## src/cssst_map.vh

```
// Functional notes
// (RL1) A channel starts processing only after both its sample-frequency and interpolation-phase slave registers hold non-zero values.
// (RL2) The channel sample-rate oscillator produces the strobes that pace all channel processing.
// (RL3) A broadcast write to the channel immediate-action register raises the update strobe in every addressed channel at once.
// (RL4) A write setting bit 15 of the top immediate-action word at 0x78 asserts the sync output pin.
// (RL5) A slave device in a cascade treats its hardware update input, fed by the master's sync output, as its start update.
// (RL6) Bit 6 of the main control word at 0xc selects the channel on-line mode used to delay a channel start.
// (RL7) In on-line mode RAM access and oscillators keep running but the input FIFO output is forced to zero.
// (RL8) Before a self test the host resets the device and loads the given configuration, coefficients and gain ramp.
// (RL9) Writing 1 to bit 14 of word 0x78 places the device in self-test mode.
// (RL10) In self-test mode the signature computation begins on a channel 0 update while update-select mask bit 15 is set.
// (RL11) The self-test signature reads back in bits 14 to 3 of word 0x7d.
// (RL12) Bit 15 of word 0x7d is the valid flag and reads 1 only after the test completes.
// (RL13) The valid flag clears on the test mode bit or a channel 0 update and sets when the signature completes.
// (RL14) Selected slave registers load from masters on an update strobe, or 4 clocks after a master write in immediate mode.
// (RL15) The sync output is a single-clock pulse on the device clock for each write that sets the sync bit.
`ifndef CSSST_MAP_VH
`define CSSST_MAP_VH
// ----------------------------------------
// Register offsets
// ----------------------------------------
`define CSSST_OFS_FREQ 7'h00
`define CSSST_OFS_PHASE 7'h01
`define CSSST_OFS_MAIN 7'h0c
`define CSSST_OFS_MASK 7'h0e
`define CSSST_OFS_IMMED 7'h0f
`define CSSST_OFS_TOP 7'h78
`define CSSST_OFS_SIG 7'h7d
`define CSSST_CH_STRIDE_SH 5
`define CSSST_OFS_BCAST 7'h1f
`define CSSST_TOP_SH 3
`define CSSST_TOP_SPACE 4'hf
// ----------------------------------------
// Field positions
// ----------------------------------------
`define CSSST_TOP_SYNC 15
`define CSSST_TOP_TEST 14
`define CSSST_MAIN_IMMED 15
`define CSSST_MAIN_ONLINE 6
`define CSSST_MAIN_HWUPD 5
`define CSSST_IMMED_SWUPD 0
`define CSSST_MASK_SELFTEST 15
`define CSSST_MASK_FREQ 1
`define CSSST_MASK_PHASE 2
`define CSSST_SIG_VALID 15
`define CSSST_SIG_HI 14
`define CSSST_SIG_LO 3
// ----------------------------------------
// Timing and reset values
// ----------------------------------------
`define CSSST_IMMED_DLY 3'h4
`define CSSST_SIG_LEN 8'hff
`define CSSST_SIG_SEED 12'h5a5
`define CSSST_ZERO16 16'h0000
`endif

```

## src/cssst_chan.v

```verilog
`timescale 1ns/100ps
`include "cssst_map.vh"
module cssst_chan #(
    parameter NCO_W = 16
) (
    input wire core_clk,
    input wire reset_n,
    input wire wr_main,
    input wire wr_mask,
    input wire wr_freq,
    input wire wr_phase,
    input wire [15:0] wdata,
    input wire update,
    input wire [15:0] fifo_in,
    output reg [15:0] main_r,
    output reg [15:0] mask_r,
    output reg running_r,
    output reg proc_strobe_r,
    output reg [15:0] fifo_out_r
);
    reg [15:0] freq_m_r;
    reg [15:0] phase_m_r;
    reg [15:0] freq_s_r;
    reg [15:0] phase_s_r;
    reg [2:0] fdly_r;
    reg [2:0] pdly_r;
    reg [NCO_W-1:0] nco_r;
    wire [NCO_W:0] nco_sum;
    wire imm;
    assign imm = main_r[`CSSST_MAIN_IMMED];
    assign nco_sum = {1'b0, nco_r} + {1'b0, freq_s_r[NCO_W-1:0]};
    // ----------------------------------------
    // Master and slave registers
    // ----------------------------------------
    // The immediate path counts its own delay so a back-to-back write restarts it.
    always @(posedge core_clk or negedge reset_n) begin
        if (!reset_n) begin
            main_r <= `CSSST_ZERO16;
            mask_r <= `CSSST_ZERO16;
            freq_m_r <= `CSSST_ZERO16;
            phase_m_r <= `CSSST_ZERO16;
            freq_s_r <= `CSSST_ZERO16;
            phase_s_r <= `CSSST_ZERO16;
            fdly_r <= 3'h0;
            pdly_r <= 3'h0;
        end else begin
            if (wr_main) main_r <= wdata;
            if (wr_mask) mask_r <= wdata;
            if (wr_freq) freq_m_r <= wdata;
            if (wr_phase) phase_m_r <= wdata;
            if (wr_freq && imm) fdly_r <= `CSSST_IMMED_DLY;
            else if (fdly_r != 3'h0) fdly_r <= fdly_r - 3'h1;
            if (wr_phase && imm) pdly_r <= `CSSST_IMMED_DLY;
            else if (pdly_r != 3'h0) pdly_r <= pdly_r - 3'h1;
            if ((imm && fdly_r == 3'h1) ||
                (!imm && update && mask_r[`CSSST_MASK_FREQ])) begin
                freq_s_r <= freq_m_r; // [RL14]
            end
            if ((imm && pdly_r == 3'h1) ||
                (!imm && update && mask_r[`CSSST_MASK_PHASE])) begin
                phase_s_r <= phase_m_r; // [RL14]
            end
        end
    end
    // ----------------------------------------
    // Sample-rate oscillator and data path
    // ----------------------------------------
    always @(posedge core_clk or negedge reset_n) begin
        if (!reset_n) begin
            running_r <= 1'b0;
            nco_r <= {NCO_W{1'b0}};
            proc_strobe_r <= 1'b0;
            fifo_out_r <= `CSSST_ZERO16;
        end else begin
            running_r <= (freq_s_r != `CSSST_ZERO16) && (phase_s_r != `CSSST_ZERO16); // [RL1]
            // Oscillator keeps running in on-line mode.
            nco_r <= nco_sum[NCO_W-1:0]; // [RL7]
            proc_strobe_r <= running_r && nco_sum[NCO_W]; // [RL2]
            if (main_r[`CSSST_MAIN_ONLINE] || !running_r) begin
                fifo_out_r <= `CSSST_ZERO16; // [RL6] [RL7]
            end else if (nco_sum[NCO_W]) begin
                fifo_out_r <= fifo_in;
            end
        end
    end
endmodule // cssst_chan

```

## src/cssst_sig.v

```verilog
`timescale 1ns/100ps
`include "cssst_map.vh"
module cssst_sig (
    input wire core_clk,
    input wire reset_n,
    input wire start,
    input wire clr,
    input wire [15:0] data_in,
    output reg [11:0] sig_r,
    output reg valid_r,
    output reg busy_r
);
    reg [7:0] cnt_r;
    wire fb;
    assign fb = sig_r[11] ^ sig_r[5] ^ sig_r[3] ^ sig_r[0];
    // ----------------------------------------
    // Signature register
    // ----------------------------------------
    // A start restarts the compression even mid-run, so a clear never hides a set.
    always @(posedge core_clk or negedge reset_n) begin
        if (!reset_n) begin
            sig_r <= 12'h000;
            valid_r <= 1'b0;
            busy_r <= 1'b0;
            cnt_r <= 8'h00;
        end else if (start) begin
            sig_r <= `CSSST_SIG_SEED; // [RL10]
            busy_r <= 1'b1;
            cnt_r <= `CSSST_SIG_LEN;
            valid_r <= 1'b0; // [RL13]
        end else if (busy_r) begin
            sig_r <= {sig_r[10:0], fb} ^ data_in[11:0];
            cnt_r <= cnt_r - 8'h01;
            if (cnt_r == 8'h01) begin
                busy_r <= 1'b0;
                valid_r <= 1'b1; // [RL12] [RL13]
            end
        end else if (clr) begin
            valid_r <= 1'b0; // [RL13]
        end
    end
endmodule // cssst_sig

```

## src/cssst_top.v

```verilog
`timescale 1ns/100ps
`include "cssst_map.vh"
module cssst_top #(
    parameter NCH = 4,
    parameter NCO_W = 16
) (
    input wire core_clk,
    input wire reset_n,
    input wire host_cs_n,
    input wire host_wr_n,
    input wire host_rd_n,
    input wire [6:0] host_addr,
    input wire [15:0] host_data_in,
    output reg [15:0] host_data_out,
    output wire host_data_oe,
    input wire hw_update_input,
    output reg sync_out_pin,
    input wire [16*NCH-1:0] fifo_data_in,
    output wire [16*NCH-1:0] fifo_data_out,
    output wire [NCH-1:0] proc_strobe,
    output wire [NCH-1:0] chan_running
);
    reg wr_d_r;
    reg test_mode_r;
    wire wr_pulse;
    wire top_wr;
    wire [1:0] ch_sel;
    wire bcast;
    wire top_sp;
    wire [NCH-1:0] ch_hit;
    wire [NCH-1:0] upd;
    wire [16*NCH-1:0] main_v;
    wire [16*NCH-1:0] mask_v;
    wire [11:0] sig;
    wire sig_valid;
    wire ch0_upd;
    // Offset match inside a channel window; the top words share the last window.
    function ofs_is;
        input [6:0] a;
        input [6:0] o;
        begin
            ofs_is = (a[`CSSST_CH_STRIDE_SH-1:0] == o[`CSSST_CH_STRIDE_SH-1:0]) &&
                (a[6:`CSSST_TOP_SH] != `CSSST_TOP_SPACE);
        end
    endfunction
    // ----------------------------------------
    // Host write decode
    // ----------------------------------------
    // The write is taken on the rising edge of the write strobe, once per access.
    assign wr_pulse = !host_cs_n && host_wr_n && !wr_d_r;
    assign top_wr = wr_pulse && host_addr == `CSSST_OFS_TOP;
    assign ch_sel = host_addr[`CSSST_CH_STRIDE_SH+1:`CSSST_CH_STRIDE_SH];
    assign top_sp = host_addr[6:`CSSST_TOP_SH] == `CSSST_TOP_SPACE;
    assign bcast = ofs_is(host_addr, `CSSST_OFS_BCAST);
    assign host_data_oe = !host_cs_n && !host_rd_n;
    always @(posedge core_clk or negedge reset_n) begin
        if (!reset_n) begin
            wr_d_r <= 1'b1;
            sync_out_pin <= 1'b0;
            test_mode_r <= 1'b0;
        end else begin
            wr_d_r <= host_cs_n || host_wr_n;
            sync_out_pin <= top_wr && host_data_in[`CSSST_TOP_SYNC]; // [RL4] [RL15]
            if (top_wr) test_mode_r <= host_data_in[`CSSST_TOP_TEST]; // [RL9]
        end
    end
    // ----------------------------------------
    // Channels
    // ----------------------------------------
    genvar g;
    generate
        for (g = 0; g < NCH; g = g + 1) begin : g_ch
            wire hit_w;
            wire [15:0] m_w;
            // Broadcast addresses reach every channel in the same cycle.
            assign hit_w = wr_pulse && !top_sp && (bcast || ch_sel == g); // [RL3]
            assign ch_hit[g] = hit_w;
            assign m_w = main_v[16*g+15:16*g];
            assign upd[g] = (hit_w && (ofs_is(host_addr, `CSSST_OFS_IMMED) || bcast) &&
                host_data_in[`CSSST_IMMED_SWUPD]) || // [RL3]
                (m_w[`CSSST_MAIN_HWUPD] && hw_update_input); // [RL5]
            cssst_chan #(.NCO_W(NCO_W)) u_ch (
                .core_clk(core_clk),
                .reset_n(reset_n),
                .wr_main(hit_w && ofs_is(host_addr, `CSSST_OFS_MAIN)),
                .wr_mask(hit_w && ofs_is(host_addr, `CSSST_OFS_MASK)),
                .wr_freq(hit_w && ofs_is(host_addr, `CSSST_OFS_FREQ)),
                .wr_phase(hit_w && ofs_is(host_addr, `CSSST_OFS_PHASE)),
                .wdata(host_data_in),
                .update(upd[g]),
                .fifo_in(fifo_data_in[16*g+15:16*g]),
                .main_r(main_v[16*g+15:16*g]),
                .mask_r(mask_v[16*g+15:16*g]),
                .running_r(chan_running[g]),
                .proc_strobe_r(proc_strobe[g]),
                .fifo_out_r(fifo_data_out[16*g+15:16*g])
            );
        end
    endgenerate
    // ----------------------------------------
    // Self test
    // ----------------------------------------
    assign ch0_upd = upd[0];
    cssst_sig u_sig (
        .core_clk(core_clk),
        .reset_n(reset_n),
        .start(test_mode_r && ch0_upd && mask_v[`CSSST_MASK_SELFTEST]), // [RL10]
        .clr((top_wr && host_data_in[`CSSST_TOP_TEST]) || ch0_upd), // [RL13]
        .data_in(fifo_data_out[15:0]),
        .sig_r(sig),
        .valid_r(sig_valid),
        .busy_r()
    );
    // ----------------------------------------
    // Read mux
    // ----------------------------------------
    always @(posedge core_clk or negedge reset_n) begin
        if (!reset_n) begin
            host_data_out <= `CSSST_ZERO16;
        end else if (host_addr == `CSSST_OFS_SIG) begin
            host_data_out <= {sig_valid, sig, 3'h0}; // [RL11] [RL12]
        end else if (host_addr == `CSSST_OFS_TOP) begin
            host_data_out <= {1'b0, test_mode_r, 14'h0000};
        end else if (ofs_is(host_addr, `CSSST_OFS_MAIN)) begin
            host_data_out <= main_v[16*ch_sel+:16];
        end else if (ofs_is(host_addr, `CSSST_OFS_MASK)) begin
            host_data_out <= mask_v[16*ch_sel+:16];
        end else begin
            host_data_out <= `CSSST_ZERO16;
        end
    end
endmodule // cssst_top

```

## config.mk

```make
export PLATFORM = sky130hd
export DESIGN_NAME = cssst_top
export DESIGN_NICKNAME = d
export VERILOG_FILES = /design/src/cssst_chan.v /design/src/cssst_sig.v /design/src/cssst_top.v
export VERILOG_INCLUDE_DIRS = /design/src
export SDC_FILE = /design/constraint.sdc
export NUM_CORES = 1
export LEC_CHECK = 0
export ABC_AREA = 1
export BUFFER_PORTS_ARGS = -buffer_cell sky130_fd_sc_hd__buf_4
export CAP_MARGIN = 30
export CORE_MARGIN = 4
export CORE_UTILIZATION = 55
export DETAILED_ROUTE_END_ITERATION = 16
export GPL_TIMING_DRIVEN = 0
export PLACE_DENSITY = 0.77
export SYNTH_ARGS = -nofsm -noshare
export SYNTH_HDL_FRONTEND = slang
export SYNTH_HIERARCHICAL = 1
export SYNTH_SLANG_ARGS = --single-unit
export TNS_END_PERCENT = 30
```

## constraint.sdc

```tcl
create_clock -name core_clk -period 2 [get_ports core_clk]
set_input_delay 0.6 -clock core_clk [delete_from_list [all_inputs] [get_ports core_clk]]
set_output_delay 0.6 -clock core_clk [all_outputs]
set_load 0.05 [all_outputs]
```

==> flow_summary.json, run 1 <==
{
  "failed_checks": "negative hold slack, negative setup slack",
  "finalHoldViolCount": 87,
  "syn-num-nets": 3063,
  "core_sq_mm": 0.04915,
  "critical_path.slowest_cell": "dfstp_2",
  "syn_area_sq_mm": 0.02742,
  "ys_warn_count": 6,
  "fin_crit_ns": 2.011,
  "async_flop_share_pct": 100.0,
  "crit_path_cell_trace": "nor3b_4 > and2_4 > buf_12 > nand3_4 > a21oi_4 > inv_4 > nand2_8 > inv_4 > a32o_1",
  "max_slew_margin_pct": 62.16,
  "synthFlopType": "dfrtp_1",
  "grt_pass1_vias": 21800,
  "dp.cells": 3726,
  "period_share_pct": 100.5,
  "drc": 0,
  "via_per_inst": 5.501,
  "netlist_top_cells_count": "nand2_1, dfrtp_1, inv_1, nor2_1",
  "instances_no_fill": 3860,
  "critPathRequiredTime_ns": 2.49,
  "cts_buffers": 59,
  "finalWirelength_um": 68620,
  "cts_sinks": 585,
  "ioPinCount": 183,
  "antenna_found_initial": 4,
  "place_congestion": 0.8699,
  "fp.dieH_um": 231.3,
  "yosysSeqAreaShare_pct": 53.39,
  "clk_pin_slew_ns": 0.06,
  "cp.arrival_ns": 2.50,
  "cts_buffer_depth": 3,
  "crit_fanout": 8,
  "drtAntennaViolNets": 0,
  "setup_viol": 2,
  "p_per_area_mw_per_mm2": 1391,
  "end_kind": "register",
  "clk_root_buffer_cell": "clkbuf_16",
  "port_buffers": 181,
  "start_util_pct": 55.79,
  "synth_edf_count": 0,
  "multi_input_area_sq_mm": 0.01139,
  "cpMostUsedCell": "inv_4",
  "fin_skew_ns": 0.02155,
  "critical_path.top_delay_family": "simple AND/OR/NAND/NOR gates",
  "hp-class": "in2async",
  "worst-setup-path-type": "reg2reg",
  "fill_cells": 3669,
  "drive_above_1_share_pct": 22.95,
  "vias": 21230,
  "fp.dieArea_sq_mm": 0.05350,
  "initialDrtViolationCount": 1590,
  "seq_area_sq_mm": 0.01464,
  "grt_first_pass_wirelength_um": 111400,
  "synth-seq-cells": 585,
  "cap_viol_max_count": 0,
  "peakVddDrop_v": 0.001330,
  "synth_area_per_cell_sq_um": 9.535,
  "dp_hpwl_um": 46300,
  "tightestPinTransition_ns": 0.5676,
  "nets": 3332,
  "synth_top_area_cell": "dfrtp_1",
  "max_freq_mhz": 497.4,
  "cts_tree": "done",
  "areaGrowthSynthToFinish_pct": 19.22,
  "die_w_um": 231.3,
  "layout_setup_ws_ns": -0.01054,
  "fin_hold_ws_ns": -0.1031,
  "grt.total_usage_pct": 25.47,
  "grt_max_degree": 112,
  "synth_most_common_cell": "nand2_1",
  "htree_levels": 2,
  "gr-total-overflow": 0,
  "synth_cells": 2876,
  "num_rows": 81,
  "wl_per_cell_um": 17.78,
  "clock_latency_ns": 0.62,
  "yosysUniqueCellTypes": 49,
  "leakagePower_uw": 0.01626,
  "start_kind": "register",
  "cp_num_buf_inv": 3,
  "slew_viol_final": 0,
  "synthTopCellsByArea": "dfrtp_1, nand2_1, mux2_2",
  "grt_setup_unrepaired": "yes",
  "critPathMaxStageDelay_ns": 0.38,
  "drt_pass1_iterations": 6,
  "status": "finished, violations left",
  "synth_top_area_share_pct": 53.29,
  "dpl_cell_area_sq_mm": 0.03009,
  "design_area_sq_mm": 0.03269
}
timing repair:
item                                    4_1_cts  5_1_grt
buffers inserted                              4       17
endpoints found under the hold margin        89       58
cloned                                        0        1
endpoints found under the setup margin      443      480
resized for setup                            55      127
pin swaps                                     6       15
per-stage QoR:
step	TNS, ns	hold WS, ns	power (uW)	utilization [%]	worst slack [ns]
2_1_floorplan	-12.46	0.3044	28860	-	-0.09222
3_3_place_gp	-3502.91	0.4530	32650	60.92	-5.759
3_5_place_dp	-343.35	0.4610	33480	61.22	-0.7290
4_1_cts	0	-0.08755	45060	65.63	0.00004197
5_1_grt	-1.330	-0.06446	48610	66.51	-0.08909
6_report	-0.01073	-0.1031	45490	66.51	-0.01054
report_power, final:
part / switching [uW] / internal [uW]
clock: 4640 / 6600
sequential: 1490 / 14200
combinational: 11800 / 6720
total: 17900 / 27500
flip-flops by register name, indices dropped and copies added (netlist names), 12 cells and up:
name and flops:
g_ch.u_ch/mask_r 64, g_ch.u_ch/fdly_r 12, g_ch.u_ch/freq_m_r 64, u_sig/sig_r 12, g_ch.u_ch/phase_m_r 64, g_ch.u_ch/pdly_r 12
g_ch.u_ch/main_r 64, g_ch.u_ch/fifo_out_r 64, g_ch.u_ch/freq_s_r 64, g_ch.u_ch/phase_s_r 64, host_data_out 16, g_ch.u_ch/nco_r 64
routing by layer:
metal | vias to the layer above | part of all wire (%) | track usage, %
met2 | 625 | 49 | 43.27
met1 | 10370 | 42 | 33.37
met5 | - | 0 | 0
li1 | 10060 | - | -
met4 | 0 | 4.0 | 9.603
met3 | 179 | 5.6 | 3.724
cell type report:
type | count | share of cell area [%]
Sequential cell | 585 | 44.78
Multi-Input combinational cell | 1861 | 34.83
Clock buffer | 85 | 5.373
Timing Repair Buffer | 208 | 5.174
Inverter | 328 | 3.804
Buffer | 102 | 2.744
Tap cell | 664 | 2.541
Clock inverter | 25 | 0.7348
Antenna cell | 2 | 0.01531
logic make-up after synthesis:
group,share of synthesized area (%)
flip-flops,53.39
XOR/XNOR,1.118
AND/OR/NAND/NOR,19.69
AO/OA/AOI/OAI,8.537
buffers and inverters,6.461
multiplexers,6.406
adder cells (fa/ha/maj),4.398
path summary, 6_finish.rpt:
check | end | slack (ns) | cells after the start | startpoint
setup / recovery | u_sig/sig_r[4] | -0.01 | 9 | wr_d_r
hold / removal | g_ch[0].u_ch/phase_m_r[9] | -0.10 | 1 | reset_n
setup reg to reg | u_sig/sig_r[4] | -0.01 | 9 | wr_d_r
hold reg to reg | g_ch[0].u_ch/phase_s_r[7] | 0.48 | 2 | g_ch[0].u_ch/phase_m_r[7]
max in group asynchronous | g_ch[2].u_ch/proc_strobe_r | 0.37 | 4 | reset_n
min in group core_clk | wr_d_r | 0.19 | 2 | host_wr_n
placed cells by master (no fill, tap or decap), drive strengths merged, types with 2 or more instances in the layout:
cell,count
xor2,31
diode,2
o21bai,7
nor2,208
a21o,8
ha,90
nand2,632
a21oi,167
buf,276
dfrtp,584
mux2,156
clkbuf,119
clkinv,17
clkinvlp,3
nor3,11
o211ai,8
nor4,24
o21ai,161
inv,329
xnor2,4
fa,4
and2,6
a32o,3
or2,10
nand3,171
a22oi,31
nand3b,6
bufinv,4
o22ai,32
nand4,90
Note: power is estimated with default switching activity, not from simulation.
==> inputs of run 2 (changes only) <==
--- a/config.mk
+++ b/config.mk
@@ -7,7 +7,7 @@
 export NUM_CORES = 1
 export LEC_CHECK = 0
 export ABC_AREA = 1
-export BUFFER_PORTS_ARGS = -buffer_cell sky130_fd_sc_hd__buf_4
+export BUFFER_PORTS_ARGS = -buffer_cell sky130_fd_sc_hd__clkbuf_2
 export CAP_MARGIN = 30
 export CORE_MARGIN = 4
 export CORE_UTILIZATION = 55
==> flow_summary.json, run 2 (synthesis gave the netlist of run 1 again) <==
{
  "antenna_found_initial": 3,
  "drt_pass1_iterations": 5,
  "fin_total_pwr_uw": 45280,
  "mostFrequentLayoutCell": "dfrtp_1",
  "cpMostUsedCell": "inv_4",
  "fin_crit_ns": 2.012,
  "worst-setup-path-type": "reg2reg",
  "final_cell_mix": "dfrtp_1, nand2_1, inv_1, clkbuf_2, nor2_1",
  "finalCoreUtilization_pct": 65.83,
  "design_area_sq_mm": 0.03236,
  "crit_fanout": 8,
  "period_share_pct": 100.6,
  "cts_tree": "done",
  "critPathMaxStageDelay_ns": 0.37,
  "crit_path_cell_trace": "nor3b_4 > and2_4 > buf_8 > nand3_4 > a21oi_4 > inv_4 > nand2_8 > inv_4 > a32o_1",
  "failed_checks": "negative setup slack",
  "fin_skew_ns": 0.02348,
  "drc": 0,
  "port_buffers": 181,
  "grt.total_usage_pct": 25.55,
  "p_per_area_mw_per_mm2": 1400,
  "initialDrtViolationCount": 1603,
  "r2r_end": "u_sig/sig_r[9]",
  "finalWirelength_um": 68760,
  "core_sq_mm": 0.04915,
  "max_slew_margin_pct": 49.69,
  "grt_setup_unrepaired": "yes",
  "start_kind": "register",
  "reg2reg_from": "wr_d_r",
  "layout_setup_ws_ns": -0.01219,
  "instances_no_fill": 3866,
  "setup_viol": 2,
  "rr_worst_depth": 9,
  "dr_wl_met3_um": 3539,
  "status": "finished, violations left",
  "nets": 3336,
  "critPathRequiredTime_ns": 2.51,
  "tightestPinTransition_ns": 0.7546,
  "fp.dieArea_sq_mm": 0.05350,
  "peakVddDrop_v": 0.001340,
  "ioPinCount": 183,
  "max_freq_mhz": 497.0,
  "cts_buffer_depth": 3,
  "clock_latency_ns": 0.63,
  "drive_above_1_share_pct": 23.00,
  "cts_buffers": 59,
  "wl_per_cell_um": 17.79,
  "reg2reg_slack_ns": -0.01,
  "min_to": "wr_d_r",
  "clk_root_buffer_cell": "clkbuf_16",
  "grt_pass1_vias": 21670,
  "finalHoldViolCount": 0,
  "cap_viol_max_count": 0,
  "dp.cells": 3727,
  "cts_sinks": 585,
  "areaGrowthSynthToFinish_pct": 17.99,
  "cp.arrival_ns": 2.52,
  "htree_levels": 2,
  "met2_length_um": 33620,
  "vias": 21380,
  "dpl_cell_area_sq_mm": 0.02967,
  "wl_met1_um": 29450,
  "fill_cells": 3730,
  "dr.max_layer_used": "met4",
  "grt_max_degree": 108,
  "fp.dieH_um": 231.3,
  "end_kind": "register",
  "holdPathStages": 2,
  "clk_pin_slew_ns": 0.06,
  "num_rows": 81,
  "slew_viol_final": 0,
  "gr-total-overflow": 0,
  "critical_path.slowest_cell": "dfstp_2",
  "place_congestion": 0.8697,
  "die_w_um": 231.3,
  "start_util_pct": 55.79,
  "hp-start": "host_wr_n",
  "hp-class": "in2reg",
  "leakagePower_uw": 0.01616,
  "dp_hpwl_um": 46380,
  "via_per_inst": 5.530,
  "drtAntennaViolNets": 0,
  "grt_first_pass_wirelength_um": 111400
}
## run 2: changes by cell type in the layout (fill, tap and decap cells not counted), sizes merged
cell	change
buf	-181
bufinv	+3
clkbuf	+184
clkinv	-8
clkinvlp	+4
dlymetal6s4s	+1
inv	+3
## run 2: repair_timing
action,in CTS,in global routing
gates resized for setup,63,112
buffers inserted,2,20
pin swaps,4,11
hold buffers,4,0
endpoints found under the setup margin,355,364
endpoints found under the hold margin,36,0
## run 2: cell type report
class	instances	area [sq um]	area share, %
diodes	2	5.005	0.01547
plain buffers	101	880.8	2.722
clock buffers	85	1694	5.236
clock inverters	27	354.1	1.094
inverters	328	1244	3.844
multi-input cells	1861	11390	35.20
flip-flops and latches	585	14640	45.25
well taps	664	830.8	2.568
repair buffers	213	1319	4.076
## run 2: power breakdown
group          switching (uW)  internal, uW  total [uW]
clock                    4750          6810       11600
sequential               1480         14200       15700
combinational           11800          6180       18000
## run 2: critical path: cells and delay by family, from the launching register on
family | cells | cell delay (ns)
simple gates | 4 | 0.66
flops | 1 | 0.37
compound gates | 2 | 0.50
buf+inv | 3 | 0.33
## run 2: metal layers
layer / vias up / track usage, %
li1: 10080 / -
met1: 10540 / 33.75
met2: 622 / 43.46
met3: 139 / 3.687
met4: 0 / 9.002
met5: - / 0
## run 2: worst max-delay path by stage
stage,startpoint,cells past startpoint,end,slack (ns)
2_1_floorplan,host_addr[5],11,g_ch[1].u_ch/main_r[10],-0.09
3_3_place_gp,reset_n,1,g_ch[2].u_ch/fifo_out_r[6],-12.75
3_5_place_dp,host_data_in[0],10,g_ch[2].u_ch/freq_s_r[1],-0.76
4_1_cts,wr_d_r,9,g_ch[3].u_ch/phase_s_r[0],-0.008
5_1_grt,wr_d_r,9,u_sig/sig_r[9],-0.07
6_report,wr_d_r,9,u_sig/sig_r[9],-0.01
## run 2: metrics by stage
step | setup TNS (ns) | setup WS (ns) | hold slack [ns]
floorplan | -12.46 | -0.09222 | 0.3044
finish | -0.01928 | -0.01219 | 0.1742
CTS | -0.02163 | -0.008198 | 0.1534
detailed placement | -227.80 | -0.7639 | 0.4600
global placement | -7594.78 | -12.75 | 0.4531
global route | -0.5804 | -0.07027 | 0.1797
==> inputs of run 3 (changes only) <==
--- a/config.mk
+++ b/config.mk
@@ -12,8 +12,8 @@
 export CORE_MARGIN = 4
 export CORE_UTILIZATION = 55
 export DETAILED_ROUTE_END_ITERATION = 16
-export GPL_TIMING_DRIVEN = 0
 export PLACE_DENSITY = 0.77
+export SKIP_LAST_GASP = 1
 export SYNTH_ARGS = -nofsm -noshare
 export SYNTH_HDL_FRONTEND = slang
 export SYNTH_HIERARCHICAL = 1
==> flow_summary.json, run 3 (synthesis gave the netlist of run 1 again) <==
{
  "status": "finished, final reports clean",
  "rr_worst_depth": 10,
  "initialDrtViolationCount": 1390,
  "crit_path_cell_trace": "clkbuf_2",
  "cts_tree": "done",
  "dpl_cell_area_sq_mm": 0.03005,
  "max_slew_margin_pct": 52.18,
  "cts_sinks": 585,
  "wl_per_cell_um": 17.31,
  "clk_pin_slew_ns": 0.06,
  "antenna_found_initial": 2,
  "core_sq_mm": 0.04915,
  "cp.arrival_ns": 1.36,
  "critical_path.top_delay_family": "flip-flops",
  "critPathRequiredTime_ns": 1.40,
  "ioPinCount": 183,
  "die_w_um": 231.3,
  "nets": 3322,
  "leakagePower_uw": 0.01611,
  "instances_no_fill": 3847,
  "port_buffers": 182,
  "fp.dieH_um": 231.3,
  "start_kind": "register",
  "place_congestion": 0.9072,
  "critPathMaxStageDelay_ns": 0.42,
  "htree_levels": 2,
  "cp_num_buf_inv": 1,
  "tightestPinTransition_ns": 0.7173,
  "tns_ns": 0,
  "drt_pass1_iterations": 5,
  "p_per_area_mw_per_mm2": 1381,
  "grt_pass1_vias": 21480,
  "drtAntennaViolNets": 0,
  "cts_buffer_depth": 3,
  "grt_first_pass_wirelength_um": 109100,
  "peakVddDrop_v": 0.001294,
  "vias": 20970,
  "design_area_sq_mm": 0.03218,
  "worst-setup-path-type": "reg2out",
  "fp.dieArea_sq_mm": 0.05350,
  "fin_skew_ns": 0.03097,
  "gr-total-overflow": 0,
  "end_kind": "primary output",
  "max_freq_mhz": 510.8,
  "setup_viol": 0,
  "grt_setup_unrepaired": "yes",
  "cts_buffers": 59,
  "clock_latency_ns": 0.63,
  "path_depth": 1,
  "critical_path.slowest_cell": "dfrtp_1",
  "finalCoreUtilization_pct": 65.46,
  "clk_root_buffer_cell": "clkbuf_16",
  "crit_fanout": 4,
  "dp_hpwl_um": 45590,
  "mostFrequentLayoutCell": "nand2_1",
  "slew_viol_final": 0,
  "dp.cells": 3733,
  "cap_viol_max_count": 0,
  "final_cell_mix": "nand2_1, dfrtp_1, inv_1, nor2_1, clkbuf_2",
  "drive_above_1_share_pct": 22.05,
  "start_util_pct": 55.79,
  "period_share_pct": 97.88,
  "grt_max_degree": 75,
  "num_rows": 81,
  "fin_crit_ns": 1.958,
  "drc": 0,
  "holdPathStages": 2,
  "via_per_inst": 5.450,
  "hp-class": "in2reg",
  "grt.total_usage_pct": 24.86,
  "fill_cells": 3735,
  "insertedDiodeCount": 0,
  "finalHoldViolCount": 0,
  "areaGrowthSynthToFinish_pct": 17.33,
  "finalWirelength_um": 66590
}
-- run 3: cell count changes in the layout (fill, tap and decap cells not counted), sizes merged --
cell | before | now
clkbuf | 303 | 261
buf | 95 | 118
clkinv | 9 | 14
clkinvlp | 7 | 5
diode | 2 | 0
bufinv | 7 | 6
dlygate4sd3 | 0 | 1
dlymetal6s4s | 1 | 0
-- run 3: cell type report --
| cell class | count | area (sq um) | area share, % |
|---|---|---|---|
| Multi-Input combinational cell | 1861 | 11270 | 35.02 |
| Clock inverter | 29 | 326.6 | 1.015 |
| Tap cell | 664 | 830.8 | 2.582 |
| Sequential cell | 585 | 14640 | 45.50 |
| Inverter | 328 | 1244 | 3.865 |
| Timing Repair Buffer | 300 | 2220 | 6.898 |
| Clock buffer | 80 | 1645 | 5.114 |
-- run 3: worst reg2reg max path, delay by kind of cell (launching register included) --
family                     cells  cell delay, ns
and+or+nand+nor                7            0.69
adders and majority gates      2            0.64
DFF                            1            0.41
buffers and inverters          1            0.14
-- run 3: timing repair --
item                                    4_1_cts  5_1_grt
setup buffers                                 0        4
hold buffers                                  1        0
resized for setup                             3       18
endpoints found under the hold margin         8        0
pin swaps                                     0        4
endpoints found under the setup margin       22       68
-- run 3: power by group --
group	total, uW	switching [uW]	internal (uW)
sequential	15700	1430	14200
combinational	17600	11700	5890
clock	11200	4660	6540
-- run 3: path summary, 6_finish.rpt --
check | startpoint | end | slack [ns]
setup / recovery | g_ch[0].u_ch/fifo_out_r[0] | fifo_data_out[0] | 0.04
hold / removal | host_wr_n | wr_d_r | 0.19
setup reg to reg | g_ch[0].u_ch/freq_s_r[0] | g_ch[0].u_ch/fifo_out_r[10] | 0.08
hold reg to reg | g_ch[0].u_ch/nco_r[0] | g_ch[0].u_ch/nco_r[0] | 0.47
max in group asynchronous | reset_n | g_ch[3].u_ch/fifo_out_r[12] | 0.70
min in group asynchronous | reset_n | g_ch[2].u_ch/main_r[2] | 0.40
-- run 3: per-layer routing --
| layer | track usage [%] | wire length (um) | up-vias |
|---|---|---|---|
| li1 | - | - | 10010 |
| met1 | 32.19 | 27830 | 10280 |
| met2 | 43.05 | 33270 | 540 |
| met3 | 4.007 | 3611 | 135 |
| met4 | 8.025 | 1863 | 2 |
| met5 | 0 | 13 | - |
-- run 3: per-stage QoR --
stage	hold slack, ns	total power (uW)	setup WS [ns]
2_1_floorplan	0.3044	28860	-0.09222
3_3_place_gp	0.4424	32130	-0.3058
3_5_place_dp	0.4423	33000	-0.3210
4_1_cts	0.1613	44350	-0.01326
5_1_grt	0.1883	47450	-0.02081
6_report	0.1890	44440	0.04231
